<file path="src/mbp_map.svh">
// Purpose: Constants for the mailbox and bus-matching port block
// Assumes: One clock for both ports
// Notes: Widths, delays and reset values
//
// Summary of operation
// - B-to-A mail captures B lines 0-17 or 0-8 when sized narrower.
// - An accepted mail write drives that mailbox full flag low.
// - Writes to a mailbox with full flag low are dropped.
// - Enabled Port B outputs show FIFO output when mail select low, mailbox when high; Port A shows zero when low.
// - Port B mail read returns the A-to-B full flag high.
// - Port B mail read shows 36, 18 or 9 lines by size.
// - Port A mail read returns the B-to-A full flag high.
// - Port A mail read shows 36, 18 or 9 lines by size.
// - Reading a mailbox keeps its contents.
// - Mail ignores endian and piece sequencing.
// - Port B width 36, 18 or 9; bus-match low forces 36.
// - Size and endian take effect by the time the input flag rises.
// - Endian select captured on rising full reset; big sends top first.
// - Endian select has no effect in long-word size.
// - Memory keeps 36-bit words; narrowing after memory; mail lane-limited.
// - Long word moves whole; narrow sizes hold the rest for later reads.
// - Unused Port B lines in narrow FIFO reads carry no data.
// - Fall-through high drops the output flag one cycle earlier in reset.
// - FIFO writes are dropped until the input flag rises.
// - Word size: big gives upper half first, little lower half.
// - Byte size: four bytes; big from top down, little from bottom up.
// - Port A mail write loads the A-to-B mailbox.
// - Port B mail write loads the B-to-A mailbox.
`ifndef MBP_MAP_SVH
`define MBP_MAP_SVH
`define MBP_WIDTH 36
`define MBP_HALF_W 18
`define MBP_BYTE_W 9
`define MBP_RESET_CYCLES 3'h4
`define MBP_EF_FAST_DELAY 2'h1
`define MBP_EF_SLOW_DELAY 2'h2
`define MBP_BUF_DEPTH 2'h2
`endif

</file>
<file path="src/mbp_pkg.sv">
// Purpose: Shared types for the mailbox and bus-matching block
// Assumes: mbp_map.svh holds the numbers
// Notes: Lane mask helper used by mail paths
`include "mbp_map.svh"
package mbp_pkg;
  typedef logic [`MBP_WIDTH-1:0] mbp_word_t;
  typedef enum logic [1:0] {MBP_LONG, MBP_HALF, MBP_BYTE} mbp_size_e;

  function automatic mbp_word_t mbp_lanes(input mbp_size_e size);
    mbp_word_t m;
    m = '1;
    if (size == MBP_HALF) begin
      m = {{(`MBP_WIDTH-`MBP_HALF_W){1'b0}}, {`MBP_HALF_W{1'b1}}};
    end else if (size == MBP_BYTE) begin
      m = {{(`MBP_WIDTH-`MBP_BYTE_W){1'b0}}, {`MBP_BYTE_W{1'b1}}};
    end
    return m;
  endfunction : mbp_lanes
endpackage : mbp_pkg

</file>
<file path="src/mbp_stream_if.sv">
// Purpose: Valid/ready word stream between block modules
// Assumes: Single clock
// Notes: Source drives valid and data
interface mbp_stream_if;
  mbp_pkg::mbp_word_t data;
  logic valid;
  logic ready;
  modport src (output valid, output data, input ready);
  modport snk (input valid, input data, output ready);
endinterface : mbp_stream_if

</file>
<file path="src/mbp_mailbox.sv">
// Purpose: One mail register with its full flag
// Assumes: rst_b covers every kind of reset
// Notes: Lane-limited capture
module mbp_mailbox (
  input wire logic clk,
  input wire logic rst_b,
  input wire logic wr,
  input wire logic rd,
  input wire mbp_pkg::mbp_size_e size,
  input wire mbp_pkg::mbp_word_t wr_data,
  output mbp_pkg::mbp_word_t data,
  output logic full_n
);
  import mbp_pkg::*;

  always_ff @(posedge clk) begin
    if (!rst_b) begin
      full_n <= 1'b1;
    end else if (wr && full_n) begin
      full_n <= 1'b0;
    end else if (rd) begin
      full_n <= 1'b1;
    end
  end

  always_ff @(posedge clk) begin
    if (!rst_b) begin
      data <= '0;
    end else if (wr && full_n) begin
      data <= wr_data & mbp_lanes(size);
    end
  end
endmodule : mbp_mailbox

</file>
<file path="src/mbp_port.sv">
// Purpose: Mailbox bypass and Port B bus matching
// Assumes: Both ports on CLOCK, inputs synchronous
// Notes: Data outputs are registered on the selecting edge itself
`include "mbp_map.svh"
module mbp_port (
  input wire logic CLOCK,
  input wire logic RST_B,
  input wire logic FULL_RESET_N,
  input wire logic PARTIAL_CLEAR_N,
  input wire logic BUS_WIDTH_MATCH_SEL,
  input wire logic BYTE_SIZE_SEL,
  input wire logic BIG_ENDIAN_SEL,
  input wire logic PORT_A_SELECT_N,
  input wire logic PORT_A_DIR,
  input wire logic PORT_A_STROBE,
  input wire logic PORT_A_MAIL_SEL,
  input wire mbp_pkg::mbp_word_t PORT_A_DATA_IN,
  output mbp_pkg::mbp_word_t PORT_A_DATA_OUT,
  output logic PORT_A_DATA_OE,
  input wire logic PORT_B_SELECT_N,
  input wire logic PORT_B_DIR,
  input wire logic PORT_B_STROBE,
  input wire logic PORT_B_MAIL_SEL,
  input wire mbp_pkg::mbp_word_t PORT_B_DATA_IN,
  output mbp_pkg::mbp_word_t PORT_B_DATA_OUT,
  output logic PORT_B_DATA_OE,
  output logic MAIL_AB_FULL_N,
  output logic MAIL_BA_FULL_N,
  output logic FULL_OR_IN_READY,
  output logic EMPTY_OR_OUT_READY,
  output mbp_pkg::mbp_word_t FIFO_WR_DATA,
  output logic FIFO_WR_VALID,
  input wire logic FIFO_WR_READY,
  input wire mbp_pkg::mbp_word_t MEM_WORD,
  input wire logic MEM_VALID,
  output logic MEM_READY
);
  import mbp_pkg::*;

  // Reset and configuration state
  logic any_reset;
  logic mb_rst_b;
  logic full_reset_q;
  logic [2:0] rst_cnt;
  logic [1:0] rst_age;
  logic [1:0] ef_delay;
  logic cfg_big_endian;
  logic big_endian_sel;
  logic fall_through_mode;
  mbp_size_e cfg_size;
  mbp_size_e pin_size;

  // Port decodes
  logic a_write;
  logic a_read;
  logic b_write;
  logic b_read;
  logic a_fifo_write;
  logic b_fifo_read;

  // Mailboxes
  mbp_word_t a_to_b_mailbox;
  mbp_word_t b_to_a_mailbox;
  logic mail_ab_full_n;
  logic mail_ba_full_n;

  // Bus matching state
  mbp_word_t hold_word;
  logic [1:0] piece_idx;
  logic [1:0] pieces_left;
  mbp_word_t out_reg;
  logic out_valid;
  mbp_word_t next_out_reg;
  logic next_out_valid;
  mbp_word_t next_hold_word;
  logic [1:0] next_piece_idx;
  logic [1:0] next_pieces_left;
  logic take;
  logic pop;

  mbp_stream_if mem_s ();
  mbp_stream_if buf_s ();

  // Shared endian and fall-through pin
  assign big_endian_sel = BIG_ENDIAN_SEL;
  assign fall_through_mode = BIG_ENDIAN_SEL;

  assign any_reset = !FULL_RESET_N || !PARTIAL_CLEAR_N;
  assign mb_rst_b = RST_B && !any_reset;

  // Width from the select pins
  always_comb begin
    if (!BUS_WIDTH_MATCH_SEL) begin
      pin_size = MBP_LONG;
    end else if (BYTE_SIZE_SEL) begin
      pin_size = MBP_BYTE;
    end else begin
      pin_size = MBP_HALF;
    end
  end

  assign a_write = !PORT_A_SELECT_N && !PORT_A_DIR && PORT_A_STROBE;
  assign a_read = !PORT_A_SELECT_N && PORT_A_DIR && PORT_A_STROBE;
  assign b_write = !PORT_B_SELECT_N && !PORT_B_DIR && PORT_B_STROBE;
  assign b_read = !PORT_B_SELECT_N && PORT_B_DIR && PORT_B_STROBE;
  assign a_fifo_write = a_write && !PORT_A_MAIL_SEL && FULL_OR_IN_READY;
  assign b_fifo_read = b_read && !PORT_B_MAIL_SEL && out_valid;

  // Endian captured on the rising full reset edge
  always_ff @(posedge CLOCK) begin
    if (!RST_B) begin
      full_reset_q <= 1'b1;
    end else begin
      full_reset_q <= FULL_RESET_N;
    end
  end

  always_ff @(posedge CLOCK) begin
    if (!RST_B) begin
      cfg_big_endian <= 1'b0;
    end else if (!full_reset_q && FULL_RESET_N) begin
      cfg_big_endian <= big_endian_sel;
    end
  end

  // Reset completion counter
  always_ff @(posedge CLOCK) begin
    if (!RST_B || any_reset) begin
      rst_cnt <= 3'h0;
    end else if (rst_cnt != `MBP_RESET_CYCLES) begin
      rst_cnt <= rst_cnt + 3'h1;
    end
  end

  // Size latched one cycle before the input flag can rise
  always_ff @(posedge CLOCK) begin
    if (!RST_B) begin
      cfg_size <= MBP_LONG;
    end else if (!any_reset && rst_cnt == `MBP_RESET_CYCLES - 3'h1) begin
      cfg_size <= pin_size;
    end
  end

  always_ff @(posedge CLOCK) begin
    if (!RST_B || any_reset) begin
      FULL_OR_IN_READY <= 1'b0;
    end else begin
      FULL_OR_IN_READY <= (rst_cnt == `MBP_RESET_CYCLES) && FIFO_WR_READY;
    end
  end

  // FIFO write path from Port A
  always_ff @(posedge CLOCK) begin
    if (!RST_B) begin
      FIFO_WR_VALID <= 1'b0;
      FIFO_WR_DATA <= '0;
    end else begin
      FIFO_WR_VALID <= a_fifo_write;
      if (a_fifo_write) begin
        FIFO_WR_DATA <= PORT_A_DATA_IN;
      end
    end
  end

  // Mail registers
  mbp_mailbox u_mail_ab (
    .clk(CLOCK),
    .rst_b(mb_rst_b),
    .wr(a_write && PORT_A_MAIL_SEL),
    .rd(b_read && PORT_B_MAIL_SEL),
    .size(cfg_size),
    .wr_data(PORT_A_DATA_IN),
    .data(a_to_b_mailbox),
    .full_n(mail_ab_full_n)
  );

  mbp_mailbox u_mail_ba (
    .clk(CLOCK),
    .rst_b(mb_rst_b),
    .wr(b_write && PORT_B_MAIL_SEL),
    .rd(a_read && PORT_A_MAIL_SEL),
    .size(cfg_size),
    .wr_data(PORT_B_DATA_IN),
    .data(b_to_a_mailbox),
    .full_n(mail_ba_full_n)
  );

  always_ff @(posedge CLOCK) begin
    if (!RST_B) begin
      MAIL_AB_FULL_N <= 1'b1;
      MAIL_BA_FULL_N <= 1'b1;
    end else begin
      MAIL_AB_FULL_N <= mail_ab_full_n;
      MAIL_BA_FULL_N <= mail_ba_full_n;
    end
  end

  // Memory word path through the two-entry buffer
  assign mem_s.valid = MEM_VALID;
  assign mem_s.data = MEM_WORD;
  assign MEM_READY = mem_s.ready;

  mbp_skid_buf u_buf (
    .clk(CLOCK),
    .rst_b(RST_B),
    .clear(any_reset),
    .in_s(mem_s.snk),
    .out_s(buf_s.src)
  );

  // Select one piece of a long word
  function automatic mbp_word_t piece(input mbp_word_t w, input mbp_size_e sz,
                                      input logic be, input logic [1:0] idx);
    logic [1:0] sel;
    mbp_word_t r;
    sel = 2'h0;
    r = '0;
    unique case (sz)
      MBP_LONG: begin
        r = w;
      end
      MBP_HALF: begin
        sel = be ? {1'b0, ~idx[0]} : {1'b0, idx[0]};
        r[`MBP_HALF_W-1:0] = sel[0] ? w[`MBP_WIDTH-1:`MBP_HALF_W] : w[`MBP_HALF_W-1:0];
      end
      MBP_BYTE: begin
        sel = be ? (2'h3 - idx) : idx;
        unique case (sel)
          2'h0: r[`MBP_BYTE_W-1:0] = w[8:0];
          2'h1: r[`MBP_BYTE_W-1:0] = w[17:9];
          2'h2: r[`MBP_BYTE_W-1:0] = w[26:18];
          2'h3: r[`MBP_BYTE_W-1:0] = w[35:27];
        endcase
      end
      default: begin
        r = w;
      end
    endcase
    return r;
  endfunction : piece

  // Number of pieces per long word, less one
  function automatic logic [1:0] extra(input mbp_size_e sz);
    logic [1:0] n;
    n = 2'h0;
    if (sz == MBP_HALF) begin
      n = 2'h1;
    end else if (sz == MBP_BYTE) begin
      n = 2'h3;
    end
    return n;
  endfunction : extra

  // Output register refill
  assign take = !out_valid || b_fifo_read;
  assign pop = take && (pieces_left == 2'h0) && buf_s.valid;
  assign buf_s.ready = take && (pieces_left == 2'h0);

  always_comb begin
    next_out_reg = out_reg;
    next_out_valid = out_valid;
    next_hold_word = hold_word;
    next_piece_idx = piece_idx;
    next_pieces_left = pieces_left;
    if (take) begin
      if (pieces_left != 2'h0) begin
        next_out_reg = piece(hold_word, cfg_size, cfg_big_endian, piece_idx);
        next_out_valid = 1'b1;
        next_piece_idx = piece_idx + 2'h1;
        next_pieces_left = pieces_left - 2'h1;
      end else if (buf_s.valid) begin
        next_out_reg = piece(buf_s.data, cfg_size, cfg_big_endian, 2'h0);
        next_out_valid = 1'b1;
        next_hold_word = buf_s.data;
        next_piece_idx = 2'h1;
        next_pieces_left = extra(cfg_size);
      end else begin
        next_out_valid = 1'b0;
      end
    end
  end

  always_ff @(posedge CLOCK) begin
    if (!RST_B || any_reset) begin
      out_reg <= '0;
      out_valid <= 1'b0;
      hold_word <= '0;
      piece_idx <= 2'h0;
      pieces_left <= 2'h0;
    end else begin
      out_reg <= next_out_reg;
      out_valid <= next_out_valid;
      hold_word <= next_hold_word;
      piece_idx <= next_piece_idx;
      pieces_left <= next_pieces_left;
    end
  end

  // Output flag, early drop under fall-through during reset
  assign ef_delay = fall_through_mode ? `MBP_EF_FAST_DELAY : `MBP_EF_SLOW_DELAY;

  always_ff @(posedge CLOCK) begin
    if (!RST_B || !any_reset) begin
      rst_age <= 2'h0;
    end else if (rst_age != 2'h3) begin
      rst_age <= rst_age + 2'h1;
    end
  end

  always_ff @(posedge CLOCK) begin
    if (!RST_B) begin
      EMPTY_OR_OUT_READY <= 1'b0;
    end else if (any_reset) begin
      if (rst_age + 2'h1 >= ef_delay) begin
        EMPTY_OR_OUT_READY <= 1'b0;
      end
    end else begin
      EMPTY_OR_OUT_READY <= next_out_valid;
    end
  end

  // Port A data outputs
  always_ff @(posedge CLOCK) begin
    if (!RST_B) begin
      PORT_A_DATA_OE <= 1'b0;
      PORT_A_DATA_OUT <= '0;
    end else begin
      PORT_A_DATA_OE <= !PORT_A_SELECT_N && PORT_A_DIR;
      if (PORT_A_MAIL_SEL) begin
        PORT_A_DATA_OUT <= b_to_a_mailbox & mbp_lanes(cfg_size);
      end else begin
        PORT_A_DATA_OUT <= '0;
      end
    end
  end

  // Port B data outputs
  always_ff @(posedge CLOCK) begin
    if (!RST_B) begin
      PORT_B_DATA_OE <= 1'b0;
      PORT_B_DATA_OUT <= '0;
    end else begin
      PORT_B_DATA_OE <= !PORT_B_SELECT_N && PORT_B_DIR;
      if (PORT_B_MAIL_SEL) begin
        PORT_B_DATA_OUT <= a_to_b_mailbox & mbp_lanes(cfg_size);
      end else begin
        PORT_B_DATA_OUT <= out_reg;
      end
    end
  end
endmodule : mbp_port

</file>
<file path="src/mbp_skid_buf.sv">
// Purpose: Two-entry buffer on the memory word path
// Assumes: Synchronous active-low reset, clear flushes
// Notes: Input ready is registered
`include "mbp_map.svh"
module mbp_skid_buf (
  input wire logic clk,
  input wire logic rst_b,
  input wire logic clear,
  mbp_stream_if.snk in_s,
  mbp_stream_if.src out_s
);
  import mbp_pkg::*;
  mbp_word_t slot0;
  mbp_word_t slot1;
  logic [1:0] cnt;
  logic [1:0] next_cnt;
  logic in_rdy;
  logic push;
  logic pop;

  assign push = in_s.valid && in_rdy;
  assign pop = (cnt != 2'h0) && out_s.ready;
  assign in_s.ready = in_rdy;
  assign out_s.valid = (cnt != 2'h0);
  assign out_s.data = slot0;
  assign next_cnt = cnt + {1'b0, push} - {1'b0, pop};

  always_ff @(posedge clk) begin
    if (!rst_b || clear) begin
      cnt <= 2'h0;
      in_rdy <= 1'b0;
    end else begin
      cnt <= next_cnt;
      in_rdy <= (next_cnt != `MBP_BUF_DEPTH);
    end
  end

  always_ff @(posedge clk) begin
    if (pop && push) begin
      slot0 <= (cnt == 2'h1) ? in_s.data : slot1;
      slot1 <= in_s.data;
    end else if (pop) begin
      slot0 <= slot1;
    end else if (push) begin
      if (cnt == 2'h0) begin
        slot0 <= in_s.data;
      end else begin
        slot1 <= in_s.data;
      end
    end
  end
endmodule : mbp_skid_buf

</file>
<file path="config.mk">
export PLATFORM = sky130hd
export DESIGN_NAME = mbp_port
export DESIGN_NICKNAME = d
export VERILOG_FILES = /design/src/mbp_pkg.sv /design/src/mbp_stream_if.sv /design/src/mbp_mailbox.sv /design/src/mbp_port.sv /design/src/mbp_skid_buf.sv
export VERILOG_INCLUDE_DIRS = /design/src /design/src/src
export SDC_FILE = /design/constraint.sdc
export NUM_CORES = 1
export LEC_CHECK = 0
export ABC_CLOCK_PERIOD_IN_PS = 10900
export BUFFER_PORTS_ARGS = -buffer_cell sky130_fd_sc_hd__clkbuf_2
export CORE_MARGIN = 2
export CORE_UTILIZATION = 40
export CTS_CLUSTER_SIZE = 28
export DETAILED_ROUTE_END_ITERATION = 10
export PLACE_DENSITY = 0.58
export SETUP_SLACK_MARGIN = 0.02
export SLEW_MARGIN = 40
export SYNTH_ARGS = -nofsm -noshare
export SYNTH_HDL_FRONTEND = slang
export SYNTH_SLANG_ARGS = --single-unit
</file>
<file path="constraint.sdc">
create_clock -name CLOCK -period 10.9 [get_ports CLOCK]
set_input_delay 0.545 -clock CLOCK [delete_from_list [all_inputs] [get_ports CLOCK]]
set_output_delay 0.545 -clock CLOCK [all_outputs]
set_load 0.02 [all_outputs]
</file>
# Word level (Yosys, flattened, before mapping)
# Cells that the tools add are included.
[classes]
reduce_logical = 60
bitwise_logic = 6
n_lt_le_gt_ge = 1
n_mux = 54
n_eq_ne = 17
addsub = 7
[ops]
columns = ["op", "n"]
rows = [
  ["$mux 36", 22],
  ["$and 36x36->36", 4],
  ["$mux 18", 4],
  ["$pmux 9 s2", 4],
  ["$pmux 9 s4", 2],
  ["$logic_and 1x1->1", 26],
  ["$mux 2", 11],
  ["$logic_not 1->1", 12],
  ["$reduce_bool 2->1", 6],
  ["$mux 1", 11],
  ["$eq 2x2->1 const B", 5],
  ["$eq 2x1->1 const B", 4],
  ["$logic_not 2->1", 4],
  ["$ne 2x2->1 const B", 3],
  ["$reduce_and 2->1", 3],
  ["$reduce_and 3->1", 2],
  ["$reduce_bool 3->1", 2],
  ["$add 2x1->2 const B", 2],
  ["$logic_or 1x1->1", 4],
  ["$ne 2x1->1 const B", 2],
  ["$add 3x1->3 const B", 1],
  ["$eq 3x2->1 const B", 1],
  ["$eq 3x3->1 const B", 1],
  ["$ne 3x3->1 const B", 1],
  ["other kinds (7)", 8],
]
[word_totals]
register_bits = 350
out_inout_bits = 116
in_bits = 125

# Logic depth before layout (Yosys ltp)
# Gate-level depths: netlist of run 1.
[depth]
word_depth = 11
mapped_depth = 12
ltp_nobuf = 11

# Modules after synthesis
# From an unflattened synthesis of run 1, not the netlist that was laid out.
[unflattened]
cells_unflattened = 1518
area_unflattened_um2 = 14973.1
[modules_own_cells]
columns = ["module", "area_each_um2", "cells_per_inst", "n_inst", "seq_area_each_um2"]
rows = [
  ["mbp_port", 8548.2, 1036, 1, 4023.9],
  ["mbp_mailbox", 1789.2, 172, 2, 740.7],
  ["mbp_skid_buf", 2846.5, 138, 1, 2222.1],
]

# Worst setup path before layout of run 1
# No wires, ideal clock.
[synth_timing]
path_type = "reg2reg"
startpoint = "register u_buf.cnt[1]"
endpoint = "register u_buf.slot0[0], in the netlist u_buf.out_s.data[0] (enable)"
synth_period_minus_slack_ps = 3731
arrival_time_ps = 3252
path_stages_with_launch = 3
n_path_buf = 0
slack_ps = 7169
setup_ps = 479
path_cell_list = "dfxtp_1 > or2_2 > o21ai_0"
[synth_via]
elab_chain_cells = 5
elab_cells_between_ends = 7
[synth_lines]
columns = ["element", "line_no", "rtl"]
rows = [
  ["start: declaration", "mbp_skid_buf.sv:15", "logic [1:0] cnt;"],
  ["start signal: assignment", "mbp_skid_buf.sv:33", "cnt <= next_cnt;"],
  ["$reduce_bool 2->1", "mbp_skid_buf.sv:22", "assign pop = (cnt != 2'h0) && out_s.ready;"],
  ["$logic_and 1x1->1", "mbp_skid_buf.sv:22", ""],
  ["$logic_and 1x1->1", "mbp_skid_buf.sv:39", "if (pop && push) begin"],
  ["$reduce_bool 3->1 (no line)", "-", ""],
  ["$reduce_and 2->1 (no line) *", "-", ""],
  ["end signal: assignment", "mbp_skid_buf.sv:40", "slot0 <= (cnt == 2'h1) ? in_s.data : slot1;"],
  ["end signal: assignment", "mbp_skid_buf.sv:43", "slot0 <= slot1;"],
  ["end signal: assignment", "mbp_skid_buf.sv:46", "slot0 <= in_s.data;"],
  ["end: declaration", "mbp_skid_buf.sv:13", "mbp_word_t slot0;"],
]
# Every way passes the cells marked *; elsewhere a longest branch is shown, timed or not.
# A chain may end at the register's enable or synchronous reset.

# Worst setup path after layout of run 1
[layout_timing]
startpoint = "input port PORT_B_MAIL_SEL"
endpoint = "register u_buf.slot0[11], in the netlist u_buf.out_s.data[11] (enable)"
[layout_via]
elab_chain_cells = 9
elab_cells_between_ends = 10
[layout_lines]
columns = ["element", "line_no", "rtl"]
rows = [
  ["start: declaration", "mbp_port.sv:23", "input wire logic PORT_B_MAIL_SEL,"],
  ["$logic_not 1->1 *", "mbp_port.sv:107", "assign b_fifo_read = b_read && !PORT_B_MAIL_SEL && out_valid;"],
  ["$logic_and 1x1->1 * (2 in series)", "mbp_port.sv:107", ""],
  ["$logic_or 1x1->1 *", "mbp_port.sv:255", "assign take = !out_valid || b_fifo_read;"],
  ["$logic_and 1x1->1 *", "mbp_port.sv:257", "assign buf_s.ready = take && (pieces_left == 2'h0);"],
  ["$logic_and 1x1->1 *", "mbp_skid_buf.sv:22", ""],
  ["$logic_and 1x1->1", "mbp_skid_buf.sv:39", ""],
  ["$reduce_bool 3->1 (no line)", "-", ""],
  ["$reduce_and 2->1 (no line) *", "-", ""],
]
# Marked as above.

==> results of run 1 <==
[critical path, cell delays in order]
cell,delay (ns)
clkbuf_2,0.08
buf_4,0.51
nand4bb_1,0.29
nand2_1,0.35
nand3_1,0.23
buf_4,0.45
o21ai_2,0.09
buf_4,0.28
[cell type report]
class / instances / area (um2) / area share, %
Clock buffer: 58 / 1150 / 6.73
Multi-Input combinational cell: 1007 / 6040 / 35.4
Sequential cell: 350 / 7730 / 45.3
Inverter: 30 / 113 / 0.660
Timing Repair Buffer: 261 / 1380 / 8.08
Clock inverter: 10 / 90.1 / 0.528
Tap cell: 461 / 577 / 3.38
[cells in the final DEF, fill, tap and decap left out, drive strengths merged, types with 6 or more instances in the layout]
cell type and instances:
mux2i 22, a21oi 159, a2111oi 7, inv 31
a31oi 8, mux2 51, nand3b 23, buf 21
clkbuf 298, ha 10, a221oi 20, nor2 24
a211oi 9, a22o 9, nand2b 33, o22ai 23
nand3 83, o21ai 12, or3 9, nor2b 16
dfxtp 278, and3 14, and2 40, nand2 338
o221ai 6, a21boi 54, edfxtp 72
[final timing paths]
check | slack (ns) | end
max | 8.23 | u_buf.out_s.data[11]
min | 0.21 | u_buf.slot1[11]
max reg2reg | 8.25 | out_reg[2]
min reg2reg | 0.44 | PORT_A_DATA_OUT[10]
[per-layer routing]
layer | track usage, % | up-vias | share of wire (%)
met4 | 6.16 | 0 | 2.7
met5 | 0.128 | - | 0
li1 | - | 5567 | -
met2 | 29.5 | 357 | 43
met1 | 29.1 | 5166 | 48
met3 | 4.03 | 68 | 6.4
[cell families after synthesis]
logic type      Yosys count
compound gates          322
flops                   350
xor+xnor                  7
fa+ha+maj                10
buf+inv                 143
mux                      73
simple gates            595
[power groups by stage]
stage | clock, W | sequential, W | combinational, W
floorplan | 0 | 0.00136 | 0.0000549
global placement | 0 | 0.00136 | 0.000101
detailed placement | 0 | 0.00136 | 0.000102
CTS | 0.00130 | 0.00134 | 0.000103
global route | 0.00135 | 0.00134 | 0.000112
finish | 0.00126 | 0.00134 | 0.000102
[stage by stage]
step | hold slack (ns) | worst slack (ns) | util, % | power (W)
3_5_place_dp | 0.438 | 7.68 | 44.7 | 0.00147
4_1_cts | 0.196 | 8.12 | 48.2 | 0.00273
5_1_grt | 0.199 | 7.97 | 48.2 | 0.00280
6_report | 0.215 | 8.23 | 48.2 | 0.00270
3_3_place_gp | 0.434 | 7.44 | 44.6 | 0.00146
2_1_floorplan | 0.427 | 7.17 | - | 0.00142
==> results.cfg, run 1 <==
[place]
port-buffer-count = 240
hpwl_mm = 25.8
placedInstanceArea_um2 = 15800
gp_congestion = 0.866
place_inst = 2109

[sta]
fin_setup_tns_ns = 0
max_slew_margin_pct = 45.6
clock-skew-final_ns = 0.0121
period_minus_slack_ns = 2.67
fin_crit_sh_pct = 24.5
fmax_mhz = 375
setup_viol = 0
worst_slew_pin_slew_ns = 0.811
slew_viol_final = 0
rsz0062_at_grt = no
finalHoldViolCount = 0

[floorplan]
start_util_pct = 40.5
dieHeight_um = 193
fp-row-count = 69
dieArea_um2 = 37400
die_w_um = 193
core_area_um2 = 35400
io_pins = 241

[finish]
antenna_cells = 0
drive_gt1_share_pct = 22.0
nets = 1823
nFillCells = 3382
final_area_um2 = 17100
areaGrowthSynthToFinish_pct = 19.1
finalNonFillerCells = 2177

[hold_path]
holdPathStages = 1
hold_path.class = input port to flip-flop
hold_path.startpoint = MEM_WORD[11]

[drt]
route.detailed.drc = 0
drt_first_pass_iters = 5
drt-total-wl_mm = 38.2
routedWlPerCell_um = 17.5
dr_total_vias = 11200
via_per_inst = 5.13
drt_first_iter_violations = 750
postRouteAntennaNets = 0

[critical_path]
critPathKind = input port to flip-flop
cp.required_ns = 11.12
r2r-start = cfg_size[0]
cp-start-kind = input port
critPathLaunch = PORT_B_MAIL_SEL
r2r_cells = 7
arrival_ns = 2.89
crit_fanout = 67
crit_path_end_kind = flip-flop

[yosys]
synth_edf_count = 72
avgSynthCellArea_um2 = 9.56
syn-cell-area_um2 = 14300
synth_seq_cells = 350
post_synth_main_area_contributors = dfxtp_1 39%, edfxtp_1 15%, nand2_1 8.9%, a21oi_1 5.6%, mux2_4 3.1%
synth-xor-area-share_pct = 0.690
ys.flop_type = dfxtp_1
muxShareOfSynthArea_pct = 6.33
synth-compound-area-share_pct = 14.5
synth_most_common_cell = nand2_1
synth_commonest_cells = 338 x nand2_1, 278 x dfxtp_1, 159 x a21oi_1
synth-simple-area-share_pct = 19.4
yosysWarnings = 0
yosysTopAreaCell = dfxtp_1
syn-instance-count = 1500
synth_top_area_share_pct = 38.8
syn_nets = 1635
ys_seq_area_share_pct = 53.9
synthDistinctLibCells = 67
synth-adder-area-share_pct = 0.873
synth-async-reset-ratio_pct = 0
synth_top_family_by_area = simple AND/OR/NAND/NOR gates

[grt]
grt_max_degree = 97
grt_pass1_vias = 10700
grt_usage_pct = 19.9
grt_overflow = 0
grt_first_pass_wirelength_mm = 60.5
antenna_found_initial = 0

[outcome]
status = complete, no violations

[cts]
clock_latency_ns = 0.52
cts_tree = built
htreeDepth = 2
cts_setup_buffers = 0
clock_path_buffers = 3
clkSinkCount = 350
postCtsHoldBufs = 0
numCtsBuffers = 38
clk_pin_slew_worst_paths_ns = 0.06
root_buffer = clkbuf_16
post_cts_resized = 0

[power_and_ir_drop]
switchingPower_w = 0.000577
pwr-share-clk_pct = 46.8
p_per_area_nw_per_um2 = 158
p_leak_nw = 6.40
ir_worst_vdd_mv = 0.138
p_seq_share_pct = 49.4
intPower_w = 0.00212
swShare_pct = 21.4
p_comb_share_pct = 3.8

[flow_run]
drv_cap = 0
Note: power is estimated with default switching activity, not from simulation.
==> inputs of run 2 (changes only) <==
--- a/config.mk
+++ b/config.mk
@@ -6,13 +6,13 @@
 export SDC_FILE = /design/constraint.sdc
 export NUM_CORES = 1
 export LEC_CHECK = 0
-export ABC_CLOCK_PERIOD_IN_PS = 10900
+export ABC_CLOCK_PERIOD_IN_PS = 2150
 export BUFFER_PORTS_ARGS = -buffer_cell sky130_fd_sc_hd__clkbuf_2
 export CORE_MARGIN = 2
 export CORE_UTILIZATION = 40
 export CTS_CLUSTER_SIZE = 28
 export DETAILED_ROUTE_END_ITERATION = 10
-export PLACE_DENSITY = 0.58
+export PLACE_DENSITY = 0.6
 export SETUP_SLACK_MARGIN = 0.02
 export SLEW_MARGIN = 40
 export SYNTH_ARGS = -nofsm -noshare
==> constraint.sdc (replaced) <==
create_clock -name CLOCK -period 2.15 [get_ports CLOCK]
set_input_delay 0.1075 -clock CLOCK [delete_from_list [all_inputs] [get_ports CLOCK]]
set_output_delay 0.1075 -clock CLOCK [all_outputs]
set_load 0.02 [all_outputs]
==> run 2 against run 1 <==
  * Total power rose to 5.2 times the previous value
  * Flip-flop and latch count unchanged
  * Clock skew up 0.011 ns
  * Critical path type unchanged
  * Critical endpoint is now u_buf.out_s.data[3]
==> results.cfg, run 2 (same netlist as run 1, synthesis figures left out) <==
[critical_path]
r2r_cells = 7
cp.required_ns = 2.44
r2r_slack_ns = 0.16
reg2reg_to = out_reg[15]
r2r-start = cfg_size[0]
crit_fanout = 36
arrival_ns = 2.31
critical-path-slowest-cell = dlygate4sd3_1
critPathKind = input port to flip-flop
cp-start-kind = input port
crit_path_end_kind = flip-flop
slowest_delay_ns = 0.53
path_cells = dlygate4sd3_1 -> clkbuf_2 -> nand4bb_2 -> and2_4 -> or3_2 -> buf_12 -> mux2_1

[grt]
grt_overflow = 0
grt_first_pass_wirelength_mm = 63.9
grt_max_degree = 86
antenna_found_initial = 0
grt_usage_pct = 21.0
grt_pass1_vias = 11500

[sta]
hold_slack_ns = 0.0379
slew_viol_final = 0
max_slew_margin_pct = 52.7
fmax_mhz = 494
finalHoldViolCount = 0
worst_slew_pin_slew_ns = 0.710
rsz0062_at_grt = no
period_minus_slack_ns = 2.02
fin_crit_sh_pct = 94.1
clock-skew-final_ns = 0.0229
setup_viol = 0

[power_and_ir_drop]
p_per_area_nw_per_um2 = 759
ir_worst_vdd_mv = 0.588
p_leak_nw = 7.14

[floorplan]
core_area_um2 = 35400
die_w_um = 193
io_pins = 241
start_util_pct = 40.5
dieArea_um2 = 37400
dieHeight_um = 193
fp-row-count = 69

[finish]
final_cell_mix = 338 x nand2_1, 278 x dfxtp_1, 240 x clkbuf_2
drive_gt1_share_pct = 22.2
antenna_cells = 0
areaGrowthSynthToFinish_pct = 30.2
final_area_um2 = 18700
nets = 1977
final_common_cell = nand2_1

[cts]
clock_latency_ns = 0.55
clkSinkCount = 350
htreeDepth = 2
clock_path_buffers = 3
cts_setup_buffers = 0
cts_tree = built
numCtsBuffers = 38
clk_pin_slew_worst_paths_ns = 0.06
root_buffer = clkbuf_16

[place]
gp_congestion = 0.870
port-buffer-count = 240
hpwl_mm = 26.8
placedInstanceArea_um2 = 16200

[drt]
drt-total-wl_mm = 40.4
drt_first_iter_violations = 931
drt_first_pass_iters = 5
via_per_inst = 5.09
dr_total_vias = 11900
postRouteAntennaNets = 0
route.detailed.drc = 0
routedWlPerCell_um = 17.3

[flow_run]
drv_cap = 0

[hold_path]
hold_path.startpoint = RST_B
holdPathStages = 2
hold_path.class = input port to flip-flop
min_to = full_reset_q

[outcome]
status = complete, no violations
==> run 2: cell types whose count changed in the layout (fill, tap and decap cells not counted), moves of 7 or more <==
cell,change
buf_4,+27
clkinv_2,+7
buf_12,+8
dlygate4sd3_1,+121
clkbuf_8,-7
==> run 2: worst max path at each step <==
| stage | start | end | slack [ns] | cells past startpoint |
|---|---|---|---|---|
| after floorplan | u_buf.cnt[1] | u_buf.in_s.ready | 0.02 | 11 |
| after global placement | PORT_B_SELECT_N | u_buf.out_s.data[4] | -0.04 | 6 |
| after detailed placement | PORT_B_SELECT_N | u_buf.out_s.data[3] | -0.04 | 6 |
| after CTS | PORT_B_DIR | u_buf.out_s.data[3] | 0.06 | 7 |
| after global routing | cfg_size[0] | out_reg[15] | 0.03 | 7 |
| final | PORT_B_DIR | u_buf.out_s.data[3] | 0.13 | 7 |
==> run 2: per-stage QoR <==
step | cells | setup slack, ns | util [%] | setup TNS (ns) | power (W)
6_report | 2332 | 0.127 | 52.7 | 0 | 0.0142
5_1_grt | 2332 | 0.0304 | 52.7 | 0 | 0.0146
4_1_cts | 2332 | 0.0566 | 52.7 | 0 | 0.0143
3_5_place_dp | 2142 | -0.0393 | 45.6 | -0.790 | 0.00745
3_3_place_gp | 2142 | -0.0368 | 45.6 | -0.836 | 0.00745
2_1_floorplan | 1500 | 0.0186 | - | 0 | 0.00718
==> run 2: per-layer routing <==
layer | GRT usage (%) | routed length (um) | share of wire (%) | up-vias
met5 | 0 | 0 | 0 | -
met4 | 6.39 | 1000 | 2.5 | 0
met3 | 3.49 | 2170 | 5.4 | 64
met2 | 32.7 | 18100 | 45 | 367
met1 | 30.0 | 19200 | 47 | 5565
li1 | - | - | - | 5873
==> run 2: final cells by class <==
cell class	instances	area (um2)
Fill cell	3215	16700
Sequential cell	350	7730
Multi-Input combinational cell	1007	6040
Timing Repair Buffer	415	2930
Clock buffer	48	1040
Tap cell	461	577
Clock inverter	21	231
Inverter	30	113
==> run 2: timing repair <==
action / in CTS / in global routing
setup endpoints to repair: 0 / 29
hold endpoints to repair: 191 / 0
gates resized for setup: 0 / 4
hold buffers: 121 / 0
==> run 2: critical path: cells and delay by family <==
family | cells | cell delay, ns
mux | 1 | 0.35
simple gates | 3 | 0.94
buf+inv | 3 | 0.87
==> run 2: report_power, final <==
part	switching [W]	internal (W)
logic	0.000339	0.000378
clock network	0.00273	0.00394
registers	0.0000330	0.00674
total	0.00310	0.0111
